### config.mk
export PLATFORM = sky130hd
export DESIGN_NAME = flk_cmd_decoder
export DESIGN_NICKNAME = d
export VERILOG_FILES = /design/src/rtl/flk_pkg.sv /design/src/rtl/flk_fifo.sv /design/src/rtl/flk_cmd_decoder.sv
export SDC_FILE = /design/constraint.sdc
export NUM_CORES = 1
export LEC_CHECK = 0
export CAP_MARGIN = 5
export CORE_ASPECT_RATIO = 1.2
export CORE_MARGIN = 2
export CORE_UTILIZATION = 41
export CTS_CLUSTER_DIAMETER = 60
export DETAILED_ROUTE_END_ITERATION = 16
export DONT_BUFFER_PORTS = 1
export SLEW_MARGIN = 20
export SYNTH_ARGS = -nofsm -noshare
export SYNTH_HDL_FRONTEND = slang
export SYNTH_SLANG_ARGS = --single-unit
export TNS_END_PERCENT = 5
### constraint.sdc
create_clock -name I_SYS_CLK -period 3.5 [get_ports I_SYS_CLK]
set_clock_uncertainty 0.05 [all_clocks]
set_input_delay 0.525 -clock I_SYS_CLK [delete_from_list [all_inputs] [get_ports I_SYS_CLK]]
set_output_delay 0.525 -clock I_SYS_CLK [all_outputs]
set_load 0.01 [all_outputs]
### src/rtl/flk_pkg.sv
// shared constants for the lock, reset and discovery-table command decoder
package flk_pkg;
   localparam logic [7:0] OP_READ_LOCK = 8'h3C;
   localparam logic [7:0] OP_GANG_LOCK = 8'h7E;
   localparam logic [7:0] OP_GANG_UNLOCK = 8'h98;
   localparam logic [7:0] OP_RB_ENABLE = 8'h70;
   localparam logic [7:0] OP_RB_DISABLE = 8'h80;
   localparam logic [7:0] OP_NOP = 8'h00;
   localparam logic [7:0] OP_RESET_ARM = 8'h66;
   localparam logic [7:0] OP_RESET = 8'h99;
   localparam logic [7:0] OP_READ_TABLE = 8'h5A;

   localparam int SYS_CLK_MHZ = 20;
   localparam int RECOV_PROG_NS = 20000;
   localparam int RECOV_OTHER_NS = 12000;
   localparam int RECOV_PROG_CYC = (RECOV_PROG_NS * SYS_CLK_MHZ + 999) / 1000;
   localparam int RECOV_OTHER_CYC = (RECOV_OTHER_NS * SYS_CLK_MHZ + 999) / 1000;
   localparam int REC_W = 12;

   localparam logic [1:0] ADDR_LAST_BYTE = 2'h2;
   localparam int BLOCK_LSB = 16;
   localparam int NUM_BLOCKS = 64;
   localparam int FIFO_DEPTH = 16;
   localparam int TABLE_BYTES = 24;
   localparam int VENDOR_ID_IDX = 16;
   localparam logic [7:0] FILL_BYTE = 8'hFF;
   // arbitrary neutral value
   localparam logic [7:0] VENDOR_ID_DEFAULT = 8'hA5;

   typedef enum logic [2:0] {
      ST_OPCODE,
      ST_ADDR,
      ST_DUMMY,
      ST_OUT,
      ST_DONE
   } flk_state_type;
endpackage

### src/rtl/flk_fifo.sv
// show-ahead fifo with flush for outgoing serial bytes
`timescale 1ns/1ps
module flk_fifo #(
   parameter int WIDTH = 8,
   parameter int DEPTH = 16
) (
   input wire logic i_clk,
   input wire logic i_srst,
   input wire logic i_flush,
   input wire logic i_push_valid,
   input wire logic [WIDTH-1:0] i_push_data,
   output logic o_push_ready,
   output logic o_pop_valid,
   output logic [WIDTH-1:0] o_pop_data,
   input wire logic i_pop_ready
);
   localparam int AW = $clog2(DEPTH);
   localparam logic [AW:0] FULL_CNT = (AW+1)'(DEPTH);
   localparam logic [AW-1:0] LAST_IDX = AW'(DEPTH - 1);

   typedef struct packed {
      logic [DEPTH-1:0][WIDTH-1:0] mem;
      logic [AW-1:0] wp;
      logic [AW-1:0] rp;
      logic [AW:0] cnt;
   } flk_fifo_type;

   flk_fifo_type r_q;
   flk_fifo_type r_d;
   logic do_push;
   logic do_pop;

   assign o_push_ready = (r_q.cnt != FULL_CNT);
   assign o_pop_valid = (r_q.cnt != '0);
   assign o_pop_data = r_q.mem[r_q.rp];
   assign do_push = i_push_valid & o_push_ready;
   assign do_pop = i_pop_ready & o_pop_valid;

   always_comb begin
      r_d = r_q;
      if (do_push) begin
         r_d.mem[r_q.wp] = i_push_data;
         r_d.wp = (r_q.wp == LAST_IDX) ? '0 : r_q.wp + 1'b1;
      end
      if (do_pop) begin
         r_d.rp = (r_q.rp == LAST_IDX) ? '0 : r_q.rp + 1'b1;
      end
      r_d.cnt = r_q.cnt + (AW+1)'(do_push) - (AW+1)'(do_pop);
      if (i_flush) begin
         r_d.wp = '0;
         r_d.rp = '0;
         r_d.cnt = '0;
      end
   end

   always_ff @(posedge i_clk) begin
      if (i_srst) begin
         r_q <= '0;
      end else begin
         r_q <= r_d;
      end
   end
endmodule // flk_fifo

### src/rtl/flk_cmd_decoder.sv
// command decoder for block lock, ready/busy, reset and discovery reads
// Summary of operation
// RULE1: block protection mode only when scheme bit set
// RULE2: lock status read only in block mode
// RULE3: opcode 3Ch, three address bytes, status returned
// RULE4: status bit one means protected, zero writable
// RULE5: gang commands lock or unlock all blocks
// RULE6: gang lock 7Eh, gang unlock 98h, single byte
// RULE7: gang commands need write enable latch set
// RULE8: chip select rising mid-byte rejects command
// RULE9: ready/busy enable drives status in continuous program
// RULE10: ready/busy disable stops that status output
// RULE11: no-operation only cancels a pending reset arm
// RULE12: reset executes only directly after reset arm
// RULE13: completed reset returns device to standby
// RULE14: reset aborts running program or erase
// RULE15: longer recovery after program than otherwise
// RULE16: table read 5Ah, address, dummy, stream out
// RULE17: table starts with fixed signature, low first
// RULE18: header revision, header count and fill bytes
// RULE19: first parameter header identifier and revision
// RULE20: first header length nine, pointer 30h
// RULE21: upper data lines ignored, serial in only
// RULE22: remaining opcodes taken from command set
`timescale 1ns/1ps
module flk_cmd_decoder #(
   parameter int NUM_BLOCKS = flk_pkg::NUM_BLOCKS,
   parameter int FIFO_DEPTH = flk_pkg::FIFO_DEPTH,
   parameter logic [7:0] VENDOR_ID = flk_pkg::VENDOR_ID_DEFAULT
) (
   input wire logic I_SYS_CLK,
   input wire logic I_SRST,
   input wire logic I_SPI_CS_N,
   input wire logic I_SPI_SCLK,
   input wire logic I_SPI_SI,
   input wire logic I_PROT_SCHEME_SELECT,
   input wire logic I_WRITE_ENABLE_LATCH,
   input wire logic I_CONTINUOUS_PROGRAM_MODE,
   input wire logic I_BUSY,
   input wire logic I_PROGRAM_ACTIVE,
   output logic O_SPI_SO,
   output logic O_SPI_SO_OE,
   output logic O_GANG_LOCK_ALL,
   output logic O_GANG_UNLOCK_ALL,
   output logic O_WEL_CLEAR,
   output logic O_SW_RESET,
   output logic O_ABORT_OP,
   output logic O_RECOVERING,
   output logic O_RB_OUT_EN
);
   import flk_pkg::*;

   localparam int BLK_W = $clog2(NUM_BLOCKS);
   localparam logic [REC_W-1:0] REC_PROG = REC_W'(RECOV_PROG_CYC);
   localparam logic [REC_W-1:0] REC_OTHER = REC_W'(RECOV_OTHER_CYC);
   localparam logic [23:0] TABLE_END = 24'(TABLE_BYTES);
   localparam logic [23:0] VID_ADDR = 24'(VENDOR_ID_IDX);

   localparam logic [7:0] HDR_TABLE [TABLE_BYTES] = '{
      8'h53, 8'h46, 8'h44, 8'h50, // RULE17
      8'h00, 8'h01, 8'h01, 8'hFF, // RULE18
      8'h00, 8'h00, 8'h01, // RULE19
      8'h09, 8'h30, 8'h00, 8'h00, 8'hFF, // RULE20
      8'hFF, 8'h00, 8'h01, 8'h04, 8'h60, 8'h00, 8'h00, 8'hFF
   };

   typedef struct packed {
      logic cs_s1, cs_s2, cs_s3;
      logic sck_s1, sck_s2, sck_s3;
      logic si_s1, si_s2;
      flk_state_type st;
      logic seen;
      logic [2:0] bit_cnt;
      logic [1:0] byte_cnt;
      logic [7:0] shin, op;
      logic [23:0] addr, taddr;
      logic prod;
      logic [7:0] shout;
      logic dout, so, so_oe;
      logic lock_init;
      logic [NUM_BLOCKS-1:0] lock;
      logic rb_en;
      logic arm;
      logic [REC_W-1:0] rec;
      logic recovering;
      logic gang_lock, gang_unlock, wel_clr, sw_reset, abort;
   } flk_regs_type;

   flk_regs_type r_q;
   flk_regs_type r_d;
   logic push_valid, push_ready, pop_valid, pop_ready, flush;
   logic [7:0] push_data, pop_data;

   // block index from address bits A16 upward of the block field
   function automatic logic [BLK_W-1:0] blk_idx(input logic [23:0] a);
      return a[BLOCK_LSB +: BLK_W];
   endfunction

   // discovery byte, fill beyond the headers
   function automatic logic [7:0] table_byte(input logic [23:0] a);
      if (a == VID_ADDR) begin
         return VENDOR_ID;
      end
      return (a < TABLE_END) ? HDR_TABLE[a[4:0]] : FILL_BYTE;
   endfunction

   flk_fifo #(.WIDTH(8), .DEPTH(FIFO_DEPTH)) u_out_fifo (
      .i_clk(I_SYS_CLK), .i_srst(I_SRST), .i_flush(flush),
      .i_push_valid(push_valid), .i_push_data(push_data), .o_push_ready(push_ready),
      .o_pop_valid(pop_valid), .o_pop_data(pop_data), .i_pop_ready(pop_ready)
   );

   always_comb begin
      logic rise, fall, cs_low, cs_rise, ok;
      logic [7:0] sh;
      rise = 1'b0;
      fall = 1'b0;
      cs_low = 1'b0;
      cs_rise = 1'b0;
      ok = 1'b0;
      sh = 8'h00;
      r_d = r_q;
      // pin synchronisers
      r_d.cs_s1 = I_SPI_CS_N;
      r_d.cs_s2 = r_q.cs_s1;
      r_d.cs_s3 = r_q.cs_s2;
      r_d.sck_s1 = I_SPI_SCLK;
      r_d.sck_s2 = r_q.sck_s1;
      r_d.sck_s3 = r_q.sck_s2;
      r_d.si_s1 = I_SPI_SI;
      r_d.si_s2 = r_q.si_s1;
      rise = r_q.sck_s2 & ~r_q.sck_s3;
      fall = ~r_q.sck_s2 & r_q.sck_s3;
      cs_low = ~r_q.cs_s2;
      cs_rise = r_q.cs_s2 & ~r_q.cs_s3;
      sh = {r_q.shin[6:0], r_q.si_s2}; // RULE21
      r_d.gang_lock = 1'b0;
      r_d.gang_unlock = 1'b0;
      r_d.wel_clr = 1'b0;
      r_d.sw_reset = 1'b0;
      r_d.abort = 1'b0;
      push_valid = 1'b0;
      push_data = FILL_BYTE;
      pop_ready = 1'b0;
      flush = cs_rise;

      // power-up lock image follows the scheme bit
      if (!r_q.lock_init) begin
         r_d.lock_init = 1'b1;
         r_d.lock = {NUM_BLOCKS{I_PROT_SCHEME_SELECT}}; // RULE1
      end
      if (r_q.rec != '0) begin
         r_d.rec = r_q.rec - 1'b1;
      end

      // serial in on rising clock, ignored during recovery
      if (cs_low && rise && r_q.rec == '0 && r_q.st != ST_OUT) begin
         r_d.seen = 1'b1;
         r_d.shin = sh;
         r_d.bit_cnt = r_q.bit_cnt + 3'h1;
         if (r_q.bit_cnt == 3'h7) begin
            unique case (r_q.st)
               ST_OPCODE: begin
                  r_d.op = sh;
                  if ((sh == OP_READ_LOCK && I_PROT_SCHEME_SELECT) // RULE2 RULE3
                      || sh == OP_READ_TABLE) begin // RULE16
                     r_d.st = ST_ADDR;
                  end else begin
                     r_d.st = ST_DONE;
                  end
               end
               ST_ADDR: begin
                  r_d.addr = {r_q.addr[15:0], sh}; // RULE3
                  r_d.byte_cnt = r_q.byte_cnt + 2'h1;
                  if (r_q.byte_cnt == ADDR_LAST_BYTE) begin
                     r_d.prod = 1'b1;
                     r_d.taddr = {r_q.addr[15:0], sh};
                     r_d.st = (r_q.op == OP_READ_LOCK) ? ST_OUT : ST_DUMMY;
                  end
               end
               ST_DUMMY: begin
                  r_d.st = ST_OUT; // RULE16
               end
               ST_DONE: begin
               end
               default: begin
                  r_d.st = ST_DONE;
               end
            endcase
         end
      end

      // producer keeps the fifo topped up
      if (r_q.prod && cs_low) begin
         push_valid = 1'b1;
         if (r_q.op == OP_READ_LOCK) begin
            push_data = {7'h00, r_q.lock[blk_idx(r_q.addr)]}; // RULE3 RULE4
         end else begin
            push_data = table_byte(r_q.taddr); // RULE16
            if (push_ready) begin
               r_d.taddr = r_q.taddr + 24'h1;
            end
         end
      end

      // serial out shifts on falling clock
      if (cs_low && fall && r_q.st == ST_OUT) begin
         r_d.bit_cnt = r_q.bit_cnt + 3'h1;
         if (r_q.bit_cnt == 3'h0) begin
            pop_ready = 1'b1;
            r_d.shout = pop_valid ? pop_data : FILL_BYTE;
         end
         r_d.dout = r_d.shout[7];
         r_d.shout = {r_d.shout[6:0], 1'b1};
      end

      // chip select rising ends every frame
      if (cs_rise) begin
         if (r_q.seen) begin
            ok = (r_q.st == ST_DONE) && (r_q.bit_cnt == 3'h0); // RULE8
            r_d.arm = 1'b0; // RULE11 RULE12
            if (ok) begin
               case (r_q.op)
                  OP_RESET_ARM: begin
                     r_d.arm = 1'b1;
                  end
                  OP_RESET: begin
                     if (r_q.arm) begin // RULE12
                        r_d.sw_reset = 1'b1;
                        r_d.rb_en = 1'b0; // RULE13
                        r_d.abort = I_BUSY; // RULE14
                        r_d.rec = I_PROGRAM_ACTIVE ? REC_PROG : REC_OTHER; // RULE15
                     end
                  end
                  OP_GANG_LOCK: begin // RULE6
                     if (I_PROT_SCHEME_SELECT && I_WRITE_ENABLE_LATCH) begin // RULE5 RULE7
                        r_d.lock = '1;
                        r_d.gang_lock = 1'b1;
                        r_d.wel_clr = 1'b1;
                     end
                  end
                  OP_GANG_UNLOCK: begin // RULE6
                     if (I_PROT_SCHEME_SELECT && I_WRITE_ENABLE_LATCH) begin // RULE5 RULE7
                        r_d.lock = '0;
                        r_d.gang_unlock = 1'b1;
                        r_d.wel_clr = 1'b1;
                     end
                  end
                  OP_RB_ENABLE: begin
                     r_d.rb_en = 1'b1; // RULE9 RULE22
                  end
                  OP_RB_DISABLE: begin
                     r_d.rb_en = 1'b0; // RULE10 RULE22
                  end
                  default: begin
                  end
               endcase
            end
         end
         r_d.st = ST_OPCODE;
         r_d.seen = 1'b0;
         r_d.bit_cnt = 3'h0;
         r_d.byte_cnt = 2'h0;
         r_d.prod = 1'b0;
         r_d.dout = 1'b1;
      end

      r_d.recovering = (r_d.rec != '0);
      // status on serial out while deselected in continuous program
      r_d.so_oe = (r_d.st == ST_OUT)
                  | (r_q.cs_s2 & r_d.rb_en & I_CONTINUOUS_PROGRAM_MODE); // RULE9 RULE10
      r_d.so = (r_d.st == ST_OUT) ? r_d.dout : ~I_BUSY; // RULE9
   end

   always_ff @(posedge I_SYS_CLK) begin
      if (I_SRST) begin
         r_q <= '0;
         // select synchroniser starts at idle level, no false edge
         r_q.cs_s1 <= 1'b1;
         r_q.cs_s2 <= 1'b1;
         r_q.cs_s3 <= 1'b1;
      end else begin
         r_q <= r_d;
      end
   end

   assign O_SPI_SO = r_q.so;
   assign O_SPI_SO_OE = r_q.so_oe;
   assign O_GANG_LOCK_ALL = r_q.gang_lock;
   assign O_GANG_UNLOCK_ALL = r_q.gang_unlock;
   assign O_WEL_CLEAR = r_q.wel_clr;
   assign O_SW_RESET = r_q.sw_reset;
   assign O_ABORT_OP = r_q.abort;
   assign O_RECOVERING = r_q.recovering;
   assign O_RB_OUT_EN = r_q.rb_en;
endmodule // flk_cmd_decoder

* After elaboration in Yosys (flattened, before gate mapping)
Memory sizes are Yosys's and may differ from the RTL's.
Index checks and enable logic that the tools add are counted.
W data, S select, Z words.
** Cells by class
- Reduce and logical (&&, ||, !) cells :: 28
- Muxes and demuxes :: 62
- Multiply operators :: 0
- Divide/modulo/power cells :: 0
- Bitwise gates (word level) :: 21
- Order comparisons :: 6
- Shift operators :: 0
- $add $sub $neg :: 8
- Equal/unequal tests :: 21
** Operators by type and width (count)
- $mux W78 :: 3
- $mux W64 :: 3
- $bwmux W128 :: 1
- $pmux W64 S2 :: 1
- $mux W8 :: 12
- $mux W74 :: 1
- $mux W24 :: 3
- $mux W57 :: 1
- $mux W49 :: 1
- $mux W12 :: 3
- $bmux W8 S4 :: 1
- $demux W8 S4 :: 1
- $eq A8 B7 Y1 const B :: 4
- $mux W25 :: 1
- $add A24 B1 Y24 const B :: 1
- $eq A24 B5 Y1 const B :: 1
- $eq A8 B8 Y1 const B :: 3
- $lt A24 B5 Y1 const B :: 1
- $reduce_bool A12 Y1 :: 2
- $mux W9 :: 2
- $eq A8 B6 Y1 const B :: 2
- $reduce_or A5 Y1 :: 3
- $mux W1 :: 14
- $logic_not A12 Y1 :: 1
- 39 further kinds :: 80
** Word-level totals
- Logic and storage cells :: 198
- Output and inout bits :: 9
- Memory bits (writable) :: 0
- Register bits after elaboration :: 319
- Memories kept :: 1
- Bits in latches :: 0
- Bits in read-only memories :: 256
** Memories
- (no name shown) :: words 32, width 8, rd ports 1, clocked after memory_dff 0, wr ports 0, line flk_cmd_decoder.sv:104 : return (a < TABLE_END) ? HDR_TABLE[a[4:0]] : FILL_BYTE;

* Depth between registers and ports, before layout
Gate-level depths: netlist of run 1.
- Depth in word-level cells :: 11
- Gate-level depth with buffers :: 16

* Modules after synthesis
Synthesis of run 1 repeated with hierarchy kept, for this count alone.
** Unflattened totals
- Cells, all modules :: 1528
- Area total of the unflattened synthesis :: 14390.1 um^2
** Modules (own cells, without submodules)
- flk_cmd_decoder :: cells each 939, times used 1, sequential area each 3503.4 um^2, area an instance 7967.6 um^2
- flk_fifo :: cells each 589, times used 1, sequential area each 2822.7 um^2, area an instance 6422.4 um^2

* Worst setup path after synthesis of run 1
Ideal clock, no wire load.
- Kind :: register to register
- From :: register r_q[163] (netlist bit)
- To :: register u_out_fifo.r_q[4] (netlist bit)
- Slack :: 0.799 ns
- Setup time :: 0.132 ns
- Arrival time :: 2.519 ns
- Stages on the path, launching flop included :: 17
- Path through :: dfxtp_1 inv_1 ha_1 nor2b_1 clkbuf_1 o41ai_1 nor2_1 ha_1 inv_1 ha_1 inv_1 fa_1 inv_1 a21oi_1 nor2_1 or3_1 a21oi_1
** On the way
- Longest elaborated chain between the ends :: 5
** Ends and longest elaborated chain
- from (decl) :: line flk_cmd_decoder.sv:89 : flk_regs_type r_q;
- from (signal assigned) :: line flk_cmd_decoder.sv:283 : r_q <= r_d;
- $logic_not A3 Y1 :: line flk_cmd_decoder.sv:209 : if (r_q.bit_cnt == 3'h0) begin
- $mux W1 :: line flk_cmd_decoder.sv:209
- $mux W1 :: line flk_cmd_decoder.sv:207 : if (cs_low && fall && r_q.st == ST_OUT) begin
- $and A1 B1 Y1 :: line flk_fifo.sv:37 : assign do_pop = i_pop_ready & o_pop_valid;
- via u_out_fifo.do_pop :: line flk_fifo.sv:31 : logic do_pop;
- $sub A5 B1 Y5 :: line flk_fifo.sv:48 : r_d.cnt = r_q.cnt + (AW+1)'(do_push) - (AW+1)'(do_pop);
- to (signal assigned) :: line flk_fifo.sv:60 : r_q <= r_d;
- to (decl) :: line flk_fifo.sv:28 : flk_fifo_type r_q;
The timed path passes the listed nets, and every way through them passes these cells.
A chain may end at the register's enable or synchronous reset.

* Worst setup path in the final report of run 1
- From :: register r_q[6] (netlist bit)
- To :: register r_q[116] (netlist bit)
** On the way
- Longest elaborated chain between the ends :: 7
** Ends and longest elaborated chain
- $logic_not A12 Y1 (*) :: line flk_cmd_decoder.sv:157 : if (cs_low && rise && r_q.rec == '0 && r_q.st != ST_OUT) begin
- $logic_and A1 B1 Y1 (*) (2 in a row) :: line flk_cmd_decoder.sv:157
- $mux W74 (*) :: line flk_cmd_decoder.sv:157
- $mux W24 :: line flk_cmd_decoder.sv:200 : if (push_ready) begin
- $mux W24 :: line flk_cmd_decoder.sv:196 : if (r_q.op == OP_READ_LOCK) begin
- $mux W24 (*) :: line flk_cmd_decoder.sv:194 : if (r_q.prod && cs_low) begin
Mark *: on every way between the ends. The rest lies on a longest branch, timed or not. The select of a mux whose other input is x is not followed.

==> qor.csv, run 1 <==
stage;metric;value;unit
clock_network;CTS tree;done;
drt;vias;11100;
sta;fmax;346;MHz
worst_setup_path;CP top delay family;simple AND/OR/NAND/NOR gates;
clock_network;clk_lat worst skew;0.54;ns
clock_network;cts hold-fix bufs;0;
floorplanning;Die W;174;um
clock_network;CTS H-tree depth;2;
finish;Layout area overhead;11.3;%
clock_network;clock buffer depth;3;
floorplanning;die height;208;um
logic_synthesis;Netlist Area Pre-Place;0.0142;sq mm
sta;Tmin final;2.89;ns
logic_synthesis;largest cells by area after synthesis;dfxtp_1 44%, mux4_2 8.6%, a21oi_1 6.2%, a211oi_1 5.9%, nor2_1 4.9%;
finish;antenna fix cells;0;
logic_synthesis;Yosys Warn Count;0;
flow_run;Max-Cap Viols;0;
worst_setup_path;reg2reg setup slack;0.61;ns
worst_hold_path;Worst Hold Path Cells;1;
sta;Slew Limit Headroom;51.4;%
placement;Routability Congestion;0.837;
drt;overall routed net length;34600;um
worst_hold_path;hold_sp;I_SRST;
floorplanning;area of the die;0.0362;sq mm
worst_setup_path;RR Endpoint;r_q[116];
sta;Max Slew Vio Count;0;
logic_synthesis;leading area contributor after synthesis;dfxtp_1;
clock_network;Setup Fix Bufs, Post-CTS;0;
drt;detailed-route DRC error count;0;
worst_setup_path;reg2reg start;r_q[6];
placement;post-DP HPWL;22800;um
worst_setup_path;Buf/Inv on CP;2;
clock_network;TritonCTS Buffers;36;
logic_synthesis;post-synthesis sequential area ratio;44.5;%
drt;drt first pass iters;5;
power;PD cells;534;mW/mm^2
drt;vias per cell;5.58;
global_routing;first-pass GRT wire length;56500;um
placement;Setup WS pre-CTS;0.624;ns
logic_synthesis;number of flops mapped to enable cells by yosys;0;
clock_network;clock root buffer master;clkbuf_16;
sta;Sum Neg Setup Slack;0;ns
worst_setup_path;crit path to;r_q[116];
sta;PnR worst setup slack;0.611;ns
worst_setup_path;Worst path depth;8;
drt;Post-DRT Antenna Nets;0;
worst_setup_path;crit-path max cell delay;0.55;ns
worst_setup_path;CP arrival;3.25;ns
placement;Post-DP Area;0.0146;sq mm
clock_network;Num Clock Sinks;316;
floorplanning;core area;0.0341;sq mm
power;Lkg Pwr;5.51;nW
logic_synthesis;Syn Area/Cell;9.07;sq um
logic_synthesis;top_reg_cell synth;dfxtp_1;
worst_setup_path;Max FO, Critical Path;13;
logic_synthesis;Synth cell types;78;
drt;Starting DRT DRC Count;688;
worst_setup_path;Cell Chain, Critical Path;inv_1 -> ha_1 -> or3b_1 -> nor4_4 -> and4_1 -> nand3_1 -> buf_4 -> o221a_1;
sta;period utilization;82.5;%
worst_setup_path;FF-to-FF path depth;8;
clock_network;cts repair resizes;0;
global_routing;antenna violations before repair;1;
drt;WL per Instance;17.3;um
global_routing;Overall Global Routing Usage;18.9;%
sta;RSZ-0062 raised after global routing;false;
power;VDD IR-drop max;0.392;mV
sta;setup violators final;0;
clock_network;Reg clk slew, reported paths;0.06;ns
worst_setup_path;critical path's slowest cell;or3b_1;
logic_synthesis;syn nets;1599;
logic_synthesis;FFs w/ async S/R, synth;0;%
worst_setup_path;crit path capture type;register;
global_routing;vias in the first global route;10700;
placement;Port Buf Inserts;0;
sta;Final Hold Fails;0;
worst_setup_path;Critical Path Start;r_q[6];
global_routing;GRT overflow;0;
logic_synthesis;synthesized flop and latch total;316;
floorplanning;IO Pins;19;
sta;actual slew at the worst max-slew pin;0.728;ns
finish;share of cells above drive strength 1;12.7;%
logic_synthesis;area share of the largest cell type after synthesis;44.5;%
logic_synthesis;Synth Instances;1568;
global_routing;pin count of the biggest net entering global routing;195;
floorplanning;Std-Cell Rows;74;
floorplanning;initial core utilization;41.7;%
worst_setup_path;Worst EP required;3.86;ns
finish;nets;1545;
outcome;outcome;finished, final reports clean;
finish;final instance area;0.0158;sq mm
worst_hold_path;Min-Delay Path Class;primary input to register;
worst_setup_path;CP Launch Type;register;
worst_setup_path;crit path kind;register to register;
per-layer routing:
layer / track usage (%) / share of wire [%] / up-vias
li1: - / - / 5565
met1: 22.9 / 43 / 5348
met2: 34.0 / 51 / 149
met5: 0 / 0 / -
met4: 6.69 / 3.0 / 0
met3: 2.89 / 3.1 / 67
layout by cell type (no fill, tap or decap), types with 8 or more instances in the layout:
| master | count |
|---|---|
| a211oi_1 | 111 |
| a21oi_1 | 175 |
| a221oi_1 | 18 |
| a2bb2oi_1 | 8 |
| a31oi_1 | 16 |
| and2_1 | 9 |
| and3_1 | 28 |
| buf_4 | 43 |
| clkbuf_1 | 8 |
| clkbuf_16 | 36 |
| dfxtp_1 | 313 |
| ha_1 | 20 |
| inv_1 | 31 |
| mux2i_1 | 13 |
| mux4_2 | 54 |
| nand2_1 | 153 |
| nand3_1 | 33 |
| nand4_1 | 8 |
| nor2_1 | 187 |
| nor2b_1 | 28 |
| nor3_1 | 22 |
| nor4_1 | 8 |
| o21ai_0 | 40 |
| o21ai_1 | 17 |
| o22ai_1 | 10 |
| or3_1 | 9 |
cells by family after synthesis:
kind of cell,share of synthesized area [%]
fa+ha+maj,1.90
mux,9.78
compound gates,19.6
xor+xnor,0.800
buf+inv,5.03
simple gates,18.4
flops,44.5
cell usage after synthesis, types with 8 or more instances:
cell / n
a211oi_1: 111
a21oi_1: 176
a221oi_1: 18
a2bb2oi_1: 8
a31oi_1: 16
and2_1: 9
and3_1: 28
buf_2: 35
clkbuf_1: 90
dfxtp_1: 316
ha_1: 20
inv_1: 31
mux2i_1: 13
mux4_2: 54
nand2_1: 153
nand3_1: 33
nand4_1: 8
nor2_1: 187
nor2b_1: 29
nor3_1: 22
nor4_1: 8
o21ai_0: 40
o21ai_1: 17
o22ai_1: 10
or3_1: 9
flip-flops by register name (all words and copies together) (netlist names):
signal and flops:
O_ABORT_OP 1, O_GANG_LOCK_ALL 1, O_GANG_UNLOCK_ALL 1, O_RB_OUT_EN 1
O_RECOVERING 1, O_SPI_SO 1, O_SPI_SO_OE 1, O_SW_RESET 1
O_WEL_CLEAR 1, r_d 5, r_q 161, u_out_fifo.r_q 141
layout make-up:
cell class                 count  area, sq um
clock buffer                  51         1030
clock inverter                13          220
fill                        3295        18200
inverter                      31          116
multi-input combinational   1084         7200
sequential                   316         6330
tap                          456          571
timing repair buffer          45          363
power by group:
group	leakage (nW)	internal, mW	switching [mW]
clock network	0.609	2.43	1.51
registers	2.56	3.70	0.0912
logic	2.34	0.287	0.424
total	5.51	6.42	2.03
per-stage QoR:
stage	power, mW	instances	utilization [%]	hold WS, ns
global placement	4.57	1932	42.8	0.356
global route	8.79	1996	46.5	0.0443
CTS	8.54	1996	46.5	0.0368
detailed placement	4.57	1932	42.8	0.354
floorplan	4.49	1568	-	0.339
finish	8.45	1996	46.5	0.0562
worst min-delay path by stage:
| stage | endpoint | slack (ns) |
|---|---|---|
| final | r_q[170] | 0.06 |
| after global routing | O_ABORT_OP | 0.04 |
| after CTS | r_q[170] | 0.04 |
| after detailed placement | r_d[175] | 0.35 |
| after global placement | r_d[175] | 0.36 |
| after floorplan | r_d[175] | 0.34 |
worst reg2reg max path, cell delays in order, from the launching register on:
cell,delay (ns)
dfxtp_1,0.34
inv_1,0.11
ha_1,0.22
or3b_1,0.55
nor4_4,0.29
and4_1,0.42
nand3_1,0.29
buf_4,0.27
o221a_1,0.24
(Power assumes the default switching activity.)
==> run 2, diff against run 1 <==
Clock period 3.5 ns to 2.95 ns, I/O delays scaled along.
==> run 2 against run 1 <==
  * Fmax rose by 5.0%
  * Critical path depth rose by 1
  * Sequential share of layout area fell by 0.59 points
  * Cell area rose by 1.5%
  * Critical endpoint is now O_SPI_SO
  * Highest routed layer unchanged
==> qor.csv, run 2 (synthesis gave the netlist of run 1 again) <==
stage;metric;value;unit;change
outcome;outcome;finished, final reports clean;;unchanged
worst_hold_path;Min-Delay Path Class;primary input to register;;unchanged
placement;Port Buf Inserts;0;;unchanged
clock_network;clock buffer depth;3;;unchanged
sta;fmax;363;MHz;was 346 MHz
sta;actual slew at the worst max-slew pin;0.753;ns;was 0.728 ns
power;Psw;2.45;mW;was 2.03 mW
worst_setup_path;FF-to-FF path depth;9;;was 8
drt;WL per Instance;17.3;um;about the same
floorplanning;area of the die;0.0362;sq mm;unchanged
worst_setup_path;reg2reg setup slack;0.20;ns;was 0.61 ns
floorplanning;IO Pins;19;;unchanged
clock_network;CTS tree;done;;unchanged
worst_setup_path;CP arrival;3.14;ns;was 3.25 ns
finish;commonest non-fill, non-tap cells in the layout;313 x dfxtp_1, 186 x nor2_1, 175 x a21oi_1;;was 313 x dfxtp_1, 187 x nor2_1, 175 x a21oi_1
clock_network;CTS H-tree depth;2;;unchanged
worst_setup_path;crit path kind;register to register;;unchanged
sta;Tmin final;2.75;ns;was 2.89 ns
flow_run;Max-Cap Viols;0;;unchanged
drt;overall routed net length;34900;um;was 34600 um
floorplanning;die height;208;um;unchanged
worst_hold_path;endpoint of the worst hold path;r_d[173];;was r_q[170]
power;VDD IR-drop max;0.410;mV;was 0.392 mV
clock_network;Num Clock Sinks;316;;unchanged
sta;Final Hold Fails;0;;unchanged
drt;Post-DRT Antenna Nets;0;;unchanged
worst_setup_path;crit path capture type;register;;unchanged
finish;Layout area overhead;12.9;%;was 11.3%
floorplanning;Die W;174;um;unchanged
floorplanning;core area;0.0341;sq mm;unchanged
sta;Slew Limit Headroom;49.7;%;was 51.4%
floorplanning;initial core utilization;41.7;%;unchanged
finish;Biggest register;r_q;;unchanged
global_routing;pin count of the biggest net entering global routing;93;;was 195
sta;period utilization;93.3;%;was 82.5%
sta;worst hold slack;0.0119;ns;was 0.0562 ns
global_routing;Overall Global Routing Usage;19.4;%;was 18.9%
clock_network;clk_lat worst skew;0.54;ns;about the same
finish;max reg flops;161;;unchanged
global_routing;antenna violations before repair;1;;unchanged
drt;detailed-route DRC error count;0;;unchanged
clock_network;clock root buffer master;clkbuf_16;;unchanged
drt;Starting DRT DRC Count;672;;was 688
finish;share of cells above drive strength 1;13.6;%;was 12.7%
worst_setup_path;reg2reg start;r_q[6];;unchanged
global_routing;vias in the first global route;10900;;was 10700
power;PD cells;618;mW/mm^2;was 534 mW/mm^2
sta;Sum Neg Setup Slack;0;ns;unchanged
sta;setup violators final;0;;unchanged
power;Lkg Pwr;5.63;nW;was 5.51 nW
placement;Routability Congestion;0.771;;was 0.837
global_routing;GRT overflow;0;;unchanged
power;clock share of power;45.6;%;was 46.7%
placement;post-DP HPWL;22400;um;was 22800 um
worst_setup_path;CP Launch Type;register;;unchanged
worst_setup_path;Max FO, Critical Path;12;;was 13
worst_setup_path;RR Endpoint;O_SPI_SO;;was r_q[116]
drt;vias;11300;;was 11100
finish;nets;1572;;was 1545
power;Gate power share;9.1;%;was 8.4%
worst_hold_path;hold_sp;I_SPI_SCLK;;was I_SRST
power;Seq pwr share;45.3;%;was 44.9%
clock_network;TritonCTS Buffers;36;;unchanged
power;sw frac;24.7;%;was 24.0%
worst_setup_path;Worst EP required;3.33;ns;was 3.86 ns
worst_hold_path;Worst Hold Path Cells;1;;unchanged
power;Pint;7.48;mW;was 6.42 mW
clock_network;Reg clk slew, reported paths;0.06;ns;about the same
drt;vias per cell;5.57;;was 5.58
finish;most common cell after layout, fill and taps aside;dfxtp_1;;unchanged
sta;RSZ-0062 raised after global routing;false;;unchanged
sta;Max Slew Vio Count;0;;unchanged
global_routing;first-pass GRT wire length;57700;um;was 56500 um
drt;drt first pass iters;5;;unchanged
floorplanning;Std-Cell Rows;74;;unchanged
-- run 2: cell count changes in the layout (fill, tap and decap cells not counted), moves of 2 or more --
cell | before | now
buf_16 | 0 | 2
buf_4 | 43 | 61
bufinv_16 | 5 | 3
clkbuf_1 | 8 | 13
clkbuf_8 | 7 | 5
dlygate4sd3_1 | 0 | 5
inv_8 | 2 | 0
-- run 2: worst max-delay path by stage --
stage / depth (start not counted) / startpoint / endpoint / slack (ns)
floorplan: 16 / r_q[163] / u_out_fifo.r_q[4] / 0.25
global placement: 7 / r_q[137] / u_out_fifo.r_q[69] / 0.14
detailed placement: 7 / r_q[137] / u_out_fifo.r_q[69] / 0.12
CTS: 7 / r_q[137] / u_out_fifo.r_q[69] / 0.1
global route: 15 / u_out_fifo.r_q[3] / u_out_fifo.r_q[4] / 0.02
finish: 9 / r_q[6] / O_SPI_SO / 0.20
-- run 2: layer usage --
layer	up-vias	part of all wire, %	global-route usage, %	wire, um
met2	150	51	34.7	17700
met3	67	2.8	2.74	979
li1	5626	-	-	-
met4	0	3.1	6.84	1080
met1	5434	43	23.7	15100
met5	-	0	0	0
-- run 2: power groups by stage --
stage          registers (mW)  clock network, mW  logic [mW]
2_1_floorplan            4.55                  0       0.776
3_3_place_gp             4.58                  0       0.841
3_5_place_dp             4.59                  0       0.844
4_1_cts                  4.49               4.63       0.909
5_1_grt                  4.51               4.80        1.01
6_report                 4.50               4.53       0.907
-- run 2: worst max-delay path: stages, from the launching register on --
cell and delay (ns):
dfxtp_1 0.34, inv_1 0.12, ha_1 0.22, or3b_1 0.42, buf_4 0.20, or4_4 0.57, o21bai_4 0.18, nand3_2 0.08
and2_4 0.18, o31ai_1 0.31
-- run 2: area by class of cell --
type,instances,area (sq um)
fillers,3287,18000
repair buffers,72,634
clock inverters,9,163
well taps,456,571
diodes,1,2.50
multi-input cells,1084,7210
inverters,31,116
flip-flops and latches,316,6330
clock buffers,55,1040
-- run 2: timing repair --
item	in CTS	in global routing
endpoints found under the hold margin	88	0
resized for setup	0	2
buffers inserted	0	1
hold buffers	7	0
endpoints found under the setup margin	0	20
-- run 2: metrics by stage --
step                cells  cell area, sq um  power, mW  setup WS [ns]  utilization (%)
floorplan            1568             14200       5.33          0.249                -
detailed placement   1951             14700       5.43          0.121             43.2
global placement     1951             14700       5.42          0.141             43.2
CTS                  2022             16000       10.0         0.0959             47.1
global route         2024             16100       10.3         0.0245             47.2
finish               2024             16100       9.93          0.197             47.2
==> run 3, diff against run 2 <==
Settings changed: HOLD_SLACK_MARGIN set to 0.1.
==> run 3 against run 2 <==
  * Total power rose by 0.20%
  * Largest power group unchanged
  * Via count is 2.4% higher
  * Combinational power is 2% higher
  * Wire length rose by 1.2%
  * Clock power about the same
  * Cell count is 2.5% higher
  * Cell area increased by 3.5%
  * Utilization grew 1.6 points
  * Fmax shrank 3.4%
  * Sequential power about the same
  * Highest routed layer unchanged
  * Sequential cell count is the same
==> qor.csv, run 3 (synthesis gave the netlist of run 1 again) <==
stage;metric;value;unit;change
power;clock share of power;45.5;%;was 45.6%
worst_setup_path;FF-to-FF path depth;9;;unchanged
finish;commonest non-fill, non-tap cells in the layout;313 x dfxtp_1, 186 x nor2_1, 174 x a21oi_1;;was 313 x dfxtp_1, 186 x nor2_1, 175 x a21oi_1
worst_setup_path;reg2reg setup slack;0.1;ns;was 0.20 ns
sta;actual slew at the worst max-slew pin;0.748;ns;was 0.753 ns
placement;Routability Congestion;0.771;;unchanged
global_routing;first-pass GRT wire length;58400;um;was 57700 um
global_routing;Overall Global Routing Usage;19.5;%;was 19.4%
placement;Port Buf Inserts;0;;unchanged
placement;post-DP HPWL;22400;um;unchanged
finish;nets;1623;;was 1572
global_routing;pin count of the biggest net entering global routing;139;;was 93
sta;PnR worst setup slack;0.0999;ns;was 0.197 ns
drt;vias;11600;;was 11300
power;sw frac;24.6;%;was 24.7%
clock_network;TritonCTS Buffers;36;;unchanged
sta;setup violators final;0;;unchanged
sta;Final Hold Fails;0;;unchanged
worst_setup_path;CP arrival;3.26;ns;was 3.14 ns
drt;vias per cell;5.57;;about the same
finish;fin util;48.8;%;was 47.2%
drt;overall routed net length;35300;um;was 34900 um
worst_setup_path;Max FO, Critical Path;6;;was 12
flow_run;Max-Cap Viols;0;;unchanged
floorplanning;core area;0.0341;sq mm;unchanged
drt;WL per Instance;17.0;um;was 17.3 um
global_routing;GRT overflow;0;;unchanged
sta;Tmin final;2.85;ns;was 2.75 ns
sta;RSZ-0062 raised after global routing;true;;was false
clock_network;clock root buffer master;clkbuf_16;;unchanged
floorplanning;IO Pins;19;;unchanged
drt;detailed-route DRC error count;0;;unchanged
power;VDD IR-drop max;0.410;mV;about the same
worst_hold_path;Min-Delay Path Class;primary input to register;;unchanged
power;Gate power share;9.3;%;was 9.1%
power;Pint;7.50;mW;was 7.48 mW
worst_setup_path;crit path capture type;register;;unchanged
clock_network;CTS H-tree depth;2;;unchanged
worst_setup_path;crit path kind;register to register;;unchanged
floorplanning;Std-Cell Rows;74;;unchanged
clock_network;clock buffer depth;3;;unchanged
worst_hold_path;endpoint of the worst hold path;O_SPI_SO_OE;;was r_d[173]
floorplanning;initial core utilization;41.7;%;unchanged
drt;drt first pass iters;5;;unchanged
sta;Slew Limit Headroom;50.0;%;was 49.7%
power;Psw;2.45;mW;about the same
worst_hold_path;Worst Hold Path Cells;2;;was 1
worst_setup_path;RR Endpoint;r_q[99];;was O_SPI_SO
worst_setup_path;CP Launch Type;register;;unchanged
finish;Layout fillers;3248;;was 3287
finish;most common cell after layout, fill and taps aside;dfxtp_1;;unchanged
worst_setup_path;reg2reg start;r_q[6];;unchanged
placement;Setup WS pre-CTS;0.121;ns;unchanged
worst_setup_path;Worst EP required;3.36;ns;was 3.33 ns
global_routing;antenna violations before repair;1;;unchanged
clock_network;clk_lat worst skew;0.54;ns;about the same
worst_hold_path;hold_sp;I_CONTINUOUS_PROGRAM_MODE;;was I_SPI_SCLK
floorplanning;area of the die;0.0362;sq mm;unchanged
finish;Layout area overhead;16.9;%;was 12.9%
finish;Biggest register;r_q;;unchanged
finish;max reg flops;161;;unchanged
clock_network;Num Clock Sinks;316;;unchanged
global_routing;vias in the first global route;11200;;was 10900
power;PD cells;598;mW/mm^2;was 618 mW/mm^2
sta;worst hold slack;0.122;ns;was 0.0119 ns
drt;Post-DRT Antenna Nets;0;;unchanged
sta;Max Slew Vio Count;0;;unchanged
outcome;outcome;finished, final reports clean;;unchanged
clock_network;Reg clk slew, reported paths;0.06;ns;about the same
drt;Starting DRT DRC Count;631;;was 672
power;Lkg Pwr;5.99;nW;was 5.63 nW
sta;Sum Neg Setup Slack;0;ns;unchanged
finish;share of cells above drive strength 1;13.5;%;was 13.6%
sta;period utilization;96.6;%;was 93.3%
sta;fmax;351;MHz;was 363 MHz
floorplanning;Die W;174;um;unchanged
clock_network;CTS tree;done;;unchanged
power;Seq pwr share;45.2;%;was 45.3%
floorplanning;die height;208;um;unchanged
==> run 3: metal layers <==
layer / wire [um] / track usage (%)
met1: 15200 / 23.4
met2: 18100 / 35.5
met3: 1050 / 2.91
met4: 993 / 6.75
met5: 0 / 0
==> run 3: critical path, cell delays in order, from the launching register on <==
cell           delay, ns
dfxtp_1             0.34
inv_1               0.12
ha_2                0.21
or3b_1              0.41
nor4_4              0.27
and4_4              0.29
buf_4               0.14
nand3_1             0.10
a311oi_2            0.29
dlygate4sd3_1       0.58
==> run 3: worst max path at each step <==
| stage | endpoint | startpoint | slack (ns) |
|---|---|---|---|
| 6_report | r_q[99] | r_q[6] | 0.1 |
| 5_1_grt | r_q[99] | r_q[6] | -0.06 |
| 3_3_place_gp | u_out_fifo.r_q[69] | r_q[137] | 0.14 |
| 4_1_cts | u_out_fifo.r_q[110] | r_q[119] | 0.01 |
| 2_1_floorplan | u_out_fifo.r_q[4] | r_q[163] | 0.25 |
| 3_5_place_dp | u_out_fifo.r_q[69] | r_q[137] | 0.12 |
==> run 3: power groups by stage <==
| stage | clock [mW] | sequential, mW | combinational (mW) |
|---|---|---|---|
| 3_5_place_dp | 0 | 4.59 | 0.844 |
| 5_1_grt | 4.80 | 4.51 | 1.04 |
| 2_1_floorplan | 0 | 4.55 | 0.776 |
| 6_report | 4.53 | 4.50 | 0.927 |
| 4_1_cts | 4.63 | 4.49 | 0.919 |
| 3_3_place_gp | 0 | 4.58 | 0.841 |
==> run 3: metrics by stage <==
stage / cell area, sq um / cells / total power, mW
2_1_floorplan: 14200 / 1568 / 5.33
3_3_place_gp: 14700 / 1951 / 5.42
3_5_place_dp: 14700 / 1951 / 5.43
4_1_cts: 16500 / 2072 / 10.0
5_1_grt: 16600 / 2075 / 10.3
6_report: 16600 / 2075 / 9.95
==> run 3: cell type report <==
cell class                 count  area [sq um]  area share, %
multi-input combinational   1084          7260           43.7
sequential                   316          6330           38.1
timing repair buffer         123          1130           6.81
clock buffer                  55          1040           6.28
tap                          456           571           3.43
clock inverter                 9           163          0.978
inverter                      31           116          0.700
antenna                        1          2.50         0.0151
==> run 3: what timing repair did <==
action | in CTS | in global routing
hold buffers | 57 | 0
setup endpoints to repair | 0 | 56
buffers inserted | 0 | 2
endpoints found under the hold margin | 192 | 0
resized for setup | 0 | 15
